### config.mk
export PLATFORM = sky130hd
export DESIGN_NAME = pcw_port
export DESIGN_NICKNAME = d
export VERILOG_FILES = /design/src/logic/pcw_pkg.sv /design/src/logic/pcw_port.sv
export VERILOG_INCLUDE_DIRS = /design/src /design/src/logic
export SDC_FILE = /design/constraint.sdc
export NUM_CORES = 2
export LEC_CHECK = 0
export CAP_MARGIN = 10
export CORE_UTILIZATION = 51
export CTS_CLUSTER_SIZE = 14
export DETAILED_ROUTE_END_ITERATION = 7
export DONT_BUFFER_PORTS = 1
export PLACE_DENSITY = 0.68
export SYNTH_ARGS = -nofsm -noshare
export SYNTH_HDL_FRONTEND = slang
export SYNTH_SLANG_ARGS = --single-unit
### constraint.sdc
create_clock -name i_clk -period 9.2 [get_ports i_clk]
set_input_delay 0.92 -clock i_clk [delete_from_list [all_inputs] [get_ports i_clk]]
set_output_delay 0.92 -clock i_clk [all_outputs]
set_load 0.1 [all_outputs]
### src/logic/pcw_params.svh
// Purpose: constants of the port pin configuration and wake-up block
// Assumes: byte addresses on a 32-bit classic Wishbone bus
// Notes:   port index is address bits 7:5, register index bits 4:2
`ifndef PCW_PARAMS_SVH
`define PCW_PARAMS_SVH

// --------------------------------------------------------------------
// port indices
// --------------------------------------------------------------------
`define PCW_PORT_AD   3'h0
`define PCW_PORT_XT   3'h1
`define PCW_PORT_J    3'h2
`define PCW_PORT_HV   3'h3
`define PCW_PORT_P    3'h4
`define PCW_PORT_S    3'h5
`define PCW_PORT_T    3'h6
`define PCW_PORT_GLB  3'h7

// --------------------------------------------------------------------
// register indices inside a port window
// --------------------------------------------------------------------
`define PCW_REG_DATA  3'h0
`define PCW_REG_DIR   3'h1
`define PCW_REG_PEN   3'h2
`define PCW_REG_PUP   3'h3
`define PCW_REG_IN    3'h4
`define PCW_REG_WEN   3'h5
`define PCW_REG_POL   3'h6
`define PCW_REG_FLAG  3'h7
`define PCW_REG_ASEL  3'h0
`define PCW_REG_PEND  3'h1

// --------------------------------------------------------------------
// pin masks and reset values, one 16-bit lane per port, T leftmost
// --------------------------------------------------------------------
`define PCW_MSK_AD    16'hffff
`define PCW_MSK_2     16'h0003
`define PCW_MSK_8     16'h00ff
`define PCW_RST_PEN   {16'h0000, 16'h00ff, 16'h0000, 16'h0000, 16'h0003, 16'h0003, 16'h0000}
`define PCW_RST_PUP   {16'h0000, 16'h00ff, 16'h0000, 16'h0000, 16'h0003, 16'h0000, 16'h0000}

`endif

### src/logic/pcw_pkg.sv
// Purpose: types of the port pin configuration and wake-up block
// Assumes: seven ports, each held in a 16-bit lane
// Notes:   unused lane bits stay zero, except oe_n (held at one) and the s1, s2, prev pin samples
package pcw_pkg;

   typedef struct packed {
      logic        cyc;
      logic        stb;
      logic        we;
      logic [7:0]  adr;
      logic [3:0]  sel;
      logic [31:0] dat;
   } pcw_wb_req_t;

   typedef struct packed {
      logic [15:0] dout;
      logic [15:0] oe_n;
      logic [15:0] pull_en;
      logic [15:0] pull_up;
   } pcw_pad_t;

   typedef struct packed {
      logic [6:0][15:0] dout;
      logic [6:0][15:0] oe_n;
      logic [6:0][15:0] pen;
      logic [6:0][15:0] pup;
      logic [6:0][15:0] wen;
      logic [6:0][15:0] pol;
      logic [6:0][15:0] flag;
      logic [6:0][15:0] s1;
      logic [6:0][15:0] s2;
      logic [6:0][15:0] prev;
      logic [1:0]       asel;
      logic             ack;
      logic [31:0]      rdat;
      logic             irq;
      logic             wake;
   } pcw_state_t;

endpackage : pcw_pkg

### src/logic/pcw_port.sv
// Purpose: per-pin direction, pull and wake-up logic of seven ports
// Assumes: pins asynchronous to i_clk, stop request on i_clk
// Notes:   registers over classic Wishbone, ack one cycle after strobe
// Functional notes
// RULE1: analog port pins: direction and wake each
// RULE2: analog, P, T pulls disabled after reset
// RULE3: crystal pins reset with pull-downs enabled
// RULE4: J pins reset with pull-ups enabled
// RULE5: S pins reset with pull-ups enabled
// RULE6: per-pin pull enable and up/down select
// RULE7: P pins individually wake-capable interrupt inputs
// RULE8: S pins individually wake-capable interrupt inputs
// RULE9: high-voltage pins input-only, wake or analog
// RULE10: edge sets flag, interrupt, wake when stopped
//
// The implementer's own choices: the Wishbone register port and the address map.
`include "pcw_params.svh"

module pcw_port
   import pcw_pkg::*;
(
   input  wire logic             i_clk,
   input  wire logic             i_reset_n,
   input  wire pcw_wb_req_t      i_wb,
   output logic [31:0]           o_wb_dat,
   output logic                  o_wb_ack,
   input  wire logic [6:0][15:0] i_pad_in,
   output pcw_pad_t [6:0]        o_pad,
   output logic [1:0]            o_hv_analog_sel,
   input  wire logic             i_stop_mode,
   output logic                  o_irq,
   output logic                  o_wake
);

   // -----------------------------------------------------------------
   // reset image and pin capability masks
   // -----------------------------------------------------------------
   localparam pcw_state_t RST = '{
      oe_n : '1,
      pen  : `PCW_RST_PEN,
      pup  : `PCW_RST_PUP,
      default : '0
   };

   function automatic logic [15:0] pin_mask(input logic [2:0] p);
      case (p)
         `PCW_PORT_AD : pin_mask = `PCW_MSK_AD;
         `PCW_PORT_XT,
         `PCW_PORT_J,
         `PCW_PORT_HV : pin_mask = `PCW_MSK_2;
         `PCW_PORT_P,
         `PCW_PORT_S,
         `PCW_PORT_T  : pin_mask = `PCW_MSK_8;
         default      : pin_mask = '0;
      endcase
   endfunction : pin_mask

   function automatic logic [15:0] wake_mask(input logic [2:0] p);
      case (p)
         `PCW_PORT_AD,
         `PCW_PORT_HV,
         `PCW_PORT_P,
         `PCW_PORT_S : wake_mask = pin_mask(p);
         default     : wake_mask = '0;
      endcase
   endfunction : wake_mask

   // output drive and pulls: every port except the input-only one
   function automatic logic [15:0] drive_mask(input logic [2:0] p);
      drive_mask = (p == `PCW_PORT_HV) ? 16'h0000 : pin_mask(p);
   endfunction : drive_mask

   pcw_state_t  st_ff;
   pcw_state_t  nxt_st;
   logic        req;
   logic        wr;
   logic [2:0]  a_port;
   logic [2:0]  a_reg;
   logic [15:0] be;
   logic [15:0] wd;
   logic [15:0] ev;
   logic [15:0] clr;
   logic [15:0] rd;
   logic [6:0]  pend;

   // -----------------------------------------------------------------
   // next state
   // -----------------------------------------------------------------
   always_comb begin
      nxt_st = st_ff;
      req    = i_wb.cyc & i_wb.stb & ~st_ff.ack;
      wr     = req & i_wb.we;
      a_port = i_wb.adr[7:5];
      a_reg  = i_wb.adr[4:2];
      be     = {{8{i_wb.sel[1]}}, {8{i_wb.sel[0]}}};
      wd     = i_wb.dat[15:0];
      ev     = '0;
      clr    = '0;
      rd     = '0;
      pend   = '0;
      nxt_st.s1   = i_pad_in;
      nxt_st.s2   = st_ff.s1;
      nxt_st.prev = st_ff.s2;
      for (int p = 0; p < 7; p++) begin
         // edge of the selected polarity on an armed pin
         ev = (st_ff.s2[p] ^ st_ff.prev[p]) & ~(st_ff.s2[p] ^ st_ff.pol[p])
              & st_ff.wen[p];                                            // RULE10
         clr = '0;
         if (wr && a_port == p[2:0]) begin
            case (a_reg)
               `PCW_REG_DATA : nxt_st.dout[p] = (st_ff.dout[p] & ~be)
                                               | (wd & be & drive_mask(p[2:0]));
               `PCW_REG_DIR  : nxt_st.oe_n[p] = (st_ff.oe_n[p] & ~be)
                                               | (~wd & be) | ~drive_mask(p[2:0]); // RULE1 RULE9
               `PCW_REG_PEN  : nxt_st.pen[p]  = (st_ff.pen[p] & ~be)
                                               | (wd & be & drive_mask(p[2:0])); // RULE6
               `PCW_REG_PUP  : nxt_st.pup[p]  = (st_ff.pup[p] & ~be)
                                               | (wd & be & drive_mask(p[2:0])); // RULE6
               `PCW_REG_WEN  : nxt_st.wen[p]  = (st_ff.wen[p] & ~be)
                                               | (wd & be & wake_mask(p[2:0])); // RULE7 RULE8
               `PCW_REG_POL  : nxt_st.pol[p]  = (st_ff.pol[p] & ~be)
                                               | (wd & be & wake_mask(p[2:0]));
               `PCW_REG_FLAG : clr = wd & be;
               default       : clr = '0;
            endcase
         end
         // a new edge wins over a clear in the same cycle
         nxt_st.flag[p] = (st_ff.flag[p] & ~clr) | ev;                  // RULE10
         pend[p] = |(st_ff.flag[p] & st_ff.wen[p]);
      end
      if (wr && a_port == `PCW_PORT_GLB && a_reg == `PCW_REG_ASEL && i_wb.sel[0]) begin
         nxt_st.asel = wd[1:0];                                          // RULE9
      end
      // read side
      if (a_port == `PCW_PORT_GLB) begin
         case (a_reg)
            `PCW_REG_ASEL : rd = {14'h0000, st_ff.asel};
            `PCW_REG_PEND : rd = {9'h000, pend};
            default       : rd = '0;
         endcase
      end else begin
         case (a_reg)
            `PCW_REG_DATA : rd = st_ff.dout[a_port];
            `PCW_REG_DIR  : rd = ~st_ff.oe_n[a_port] & pin_mask(a_port);
            `PCW_REG_PEN  : rd = st_ff.pen[a_port];
            `PCW_REG_PUP  : rd = st_ff.pup[a_port];
            `PCW_REG_IN   : rd = st_ff.s2[a_port] & pin_mask(a_port);
            `PCW_REG_WEN  : rd = st_ff.wen[a_port];
            `PCW_REG_POL  : rd = st_ff.pol[a_port];
            `PCW_REG_FLAG : rd = st_ff.flag[a_port];
            default       : rd = '0;
         endcase
      end
      nxt_st.ack  = req;
      nxt_st.rdat = (req && !i_wb.we) ? {16'h0000, rd} : 32'h0000_0000;
      nxt_st.irq  = |(nxt_st.flag & nxt_st.wen);                         // RULE10
      nxt_st.wake = nxt_st.irq & i_stop_mode;                            // RULE10
   end

   always_ff @(posedge i_clk or negedge i_reset_n) begin
      if (!i_reset_n) begin
         st_ff <= RST;                                  // RULE2 RULE3 RULE4 RULE5
      end else begin
         st_ff <= nxt_st;
      end
   end

   // -----------------------------------------------------------------
   // outputs straight from the state register
   // -----------------------------------------------------------------
   for (genvar g = 0; g < 7; g++) begin : g_pad
      assign o_pad[g] = '{dout    : st_ff.dout[g],
                          oe_n    : st_ff.oe_n[g],
                          pull_en : st_ff.pen[g],
                          pull_up : st_ff.pup[g]};
   end
   assign o_wb_dat        = st_ff.rdat;
   assign o_wb_ack        = st_ff.ack;
   assign o_hv_analog_sel = st_ff.asel;
   assign o_irq           = st_ff.irq;
   assign o_wake          = st_ff.wake;

   // -----------------------------------------------------------------
   // checks
   // -----------------------------------------------------------------
   logic wr_seen_ff;
   always_ff @(posedge i_clk or negedge i_reset_n) begin
      if (!i_reset_n) begin
         wr_seen_ff <= 1'b0;
      end else if (wr) begin
         wr_seen_ff <= 1'b1;
      end
   end
endmodule : pcw_port

# == Yosys cells after proc, flatten, opt, wreduce, memory -nomap -nowiden ==
# Cells that the tools add are included.
# Widths: inputs -> output; s select.
# word_totals
register_bits,1125
in_bits,162
output_inout_bits,485
word_cells,451
# classes
n_lt_le_gt_ge,1
eq_ne,14
muxes,105
bitwise,199
n_reduce_logical,58
# op_table
operator,n
$and 16x16->16,105
$mux 16,94
$or 16x16->16,51
$bmux 16 s3,8
$not 16->16,23
$xor 16x16->16,14
$pmux 16 s8,1
$and 112x112->112,1
$reduce_or 112->1,1
$reduce_or 16->1,7
$reduce_and 2->1,34
$pmux 16 s3,1
$eq 3x3->1 const B,8
$pmux 7 s2,1
$eq 3x2->1 const B,4
$logic_and 1x1->1,11
$eq 3x1->1 const B,2
$logic_not 3->1,2
$reduce_or 3->1,2
$and 1x1->1,4
$lt 3x4->1 const B,1
$logic_not 1->1,1
$not 1->1,1

# == Longest topological paths before layout ==
# logic_depth
word_depth,12
mapped_depth,13
mapped_depth_nobuf,8

# == Worst setup path after synthesis ==
# OpenSTA, ideal clock, no wires.
# synth_path
kind,input-to-reg
start,in i_wb[43] (netlist name)
end,"reg st_ff, in the netlist o_wake"
setup_time_ps,135
arrival_ps,3647
t_required_ps,9065
setup_slack_ps,5419
cell_stages,9
path_buffers,1
cell_sequence,or3_1 > buf_4 > nor3_2 > mux2_2 > a22o_1 > or4b_1 > or4_1 > nor4_2 > a21boi_1
# synth_rtl
item,line_no,source
"start, declared",pcw_port.sv:24,"input wire pcw_wb_req_t i_wb,"
"end signal, assigned",pcw_port.sv:164,st_ff <= nxt_st;
"end, declared",pcw_port.sv:73,pcw_state_t st_ff;

==> flow_summary.toml <==
[pwr]
p_comb_frac = 0.052
p_leak_nw = 22.51
pwr_density_cell_mw_per_mm2 = 206.2
p_int_mw = 7.700
p_seq_frac = 0.496
ir_drop_mv = 0.1452
pwr-share-clk = 0.453
p_sw_mw = 2.634
switching_share = 0.2549

[clocking]
clock-sinks = 1073
cts.clk_slew.worst_paths_ps = 60
cts_tree = "done"
cts_buffer_depth = 3
cts-buffers-inserted = 112
cts_root_buffer = "clkbuf_16"
clk_latency_ps = 740
htreeDepth = 3

[routing]
ant_nets = 0
drc_errors = 0
routed_wl_mm = 170.7
wl_per_cell_um = 34.39
dr.pass1.iters = 6
vias = 32410
routed_via_density = 6.528
drtIter0Drc = 4669

[die]
initial_utilization = 0.5176
die_h_um = 310.7
die_x_um = 310.7
die_area_mm2 = 0.09652
core_area_mm2 = 0.09389
io_pins = 647
num_rows = 112

[global_route]
antenna_found_initial = 17
grtUsageTotal = 0.3494
grt_pass1_wl_mm = 242.1
grt-ovfl-total = 0
grt_max_degree = 1074
grt_pass1_vias = 31350

[timing]
fin_hold_ws_ps = 68.17
tightest_slew_ps = 5955
setup_tns_ps = 0
drv_slew = 911
final-setup-viol-count = 0
hold_viol_final = 0
period_share = 0.6474
fin_worst_skew_ps = 49.43
rsz0062_at_grt = "false"
relSlewSlack = -2.970
fmax_ghz = 0.1679
period_needed_ps = 5956

[cells_and_area]
synthToLayoutAreaGrowth_pct = 3.131
final_common_cell = "dfrtp_1"
instances_no_fill = 4965
multi_input_area_mm2 = 0.01741
design_area_mm2 = 0.05011
fill_cells = 7933
register_area_mm2 = 0.02693
final_cell_mix = "dfrtp_1, nand2_1, nor2b_1"
nNetsFinal = 3774
final_layout_size_suffix_gt1_frac = 0.1690

[worst_setup_path]
required_ps = 9750
critPathLaunchType = "register"
worstPathMaxFanout = 27
critPathKind = "register to register"
end_kind = "register"
crit_arrival_ps = 6510

[placed_design]
dpl.hpwl_mm = 119.2
placed_cell_area_mm2 = 0.04626
gp_congestion = 1.097
io_buffers = 0
placed_cells = 4751

[outcome]
status = "finished with violations"
violations = "max-slew violations"

[synthesis]
syn_avg_cell_area_um2 = 11.97
netlist_area_mm2 = 0.04859
ys_seq_area_frac = 0.5543
syn_inst = 4059
async_reset_ff_frac = 1.000
synth_edf_count = 0
ys_ff_latch = 1073
synth_ff_type = "dfrtp_1"
ys_types = 74
yosys_warnings = 0

[worst_hold_path]
holdCritPathClass = "input port to asynchronous set/reset pin"

[job]
maxCapViolations = 0
per-layer routing:
metal  global-route usage  routed length (um)  vias to the layer above
li1                     -                   -                    13000
met1               0.4579               64250                    16920
met2               0.5197               75730                     2057
met3               0.1177               20900                      417
met4               0.1725                9734                       16
met5                    0                 106                        -
path summary, 6_finish.rpt:
kind	slack (ps)	to	cells past startpoint	startpoint
min in group i_clk	230	nxt_st[202]	0	i_pad_in[53]
worst min register to register	340	nxt_st[91]	0	nxt_st[203]
worst min-delay path	70	asynchronous set/reset pin	0	i_reset_n
worst max register to register	3240	o_wake	8	o_wb_ack
max in group asynchronous	4710	asynchronous set/reset pin	0	i_reset_n
worst max-delay path	3240	o_wake	8	o_wb_ack
per-stage QoR:
step,power (mW),util,setup slack [ps]
5_1_grt,10.58,0.5336,3444
4_1_cts,10.35,0.5333,3628
2_1_floorplan,5.647,-,5419
3_5_place_dp,5.698,0.4928,3674
6_report,10.33,0.5338,3244
3_3_place_gp,5.691,0.4928,3671
synthesized netlist by cell type (all sizes together) (48+ instances only):
cell type	number	area [um2]
nor2b	225	1408
a22oi	48	360.4
o211ai	68	510.5
o22ai	93	581.8
nand2b	91	569.3
mux2	209	2357
clkbuf	113	424.2
dfstp	66	1734
nand2	298	1119
dfrtp	1007	25200
mux2i	150	1501
nand4	63	400.4
nor2	102	385.4
and2	147	922.1
buf	559	4019
o21ai	223	1116
nand3	48	245.2
mux4	104	2342
a22o	95	832.1
power groups by stage:
stage | Clock [mW] | Sequential [mW] | Combinational (mW)
global route | 4.91 | 5.13 | 0.545
global placement | 0 | 5.20 | 0.493
finish | 4.68 | 5.12 | 0.534
CTS | 4.73 | 5.12 | 0.498
floorplan | 0 | 4.99 | 0.653
detailed placement | 0 | 5.20 | 0.496
cell type report:
type                    instances  share of cell area
clock buffers                 154             0.06367
clock inverters                53             0.01231
multi-input cells            2359              0.3475
inverters                      37            0.002771
well taps                    1254             0.03131
diodes                          6           0.0002996
repair buffers                 29            0.004744
flip-flops and latches       1073              0.5374
cell families after synthesis:
family,after synthesis,synth area share
compound gates,722,0.1011
buf+inv,709,0.09429
flops,1073,0.5543
mux,463,0.1276
other cells,2,0.0001545
simple gates,1090,0.1226
repair_timing:
item | 4_1_cts | 5_1_grt
resized for setup | 0 | 0
hold endpoints to repair | 944 | 192
endpoints found under the setup margin | 0 | 0
setup buffers | 0 | 0
critical path, stage by stage (launching register included):
cell and delay [ps]:
dfrtp_1 750, and4b_2 1000, nand2_1 810, o221a_2 580, a2111oi_2 860, nand4_1 300, or4_1 580, nor4_2 700
a21boi_1 150
Note: power is estimated with default switching activity, not from simulation.
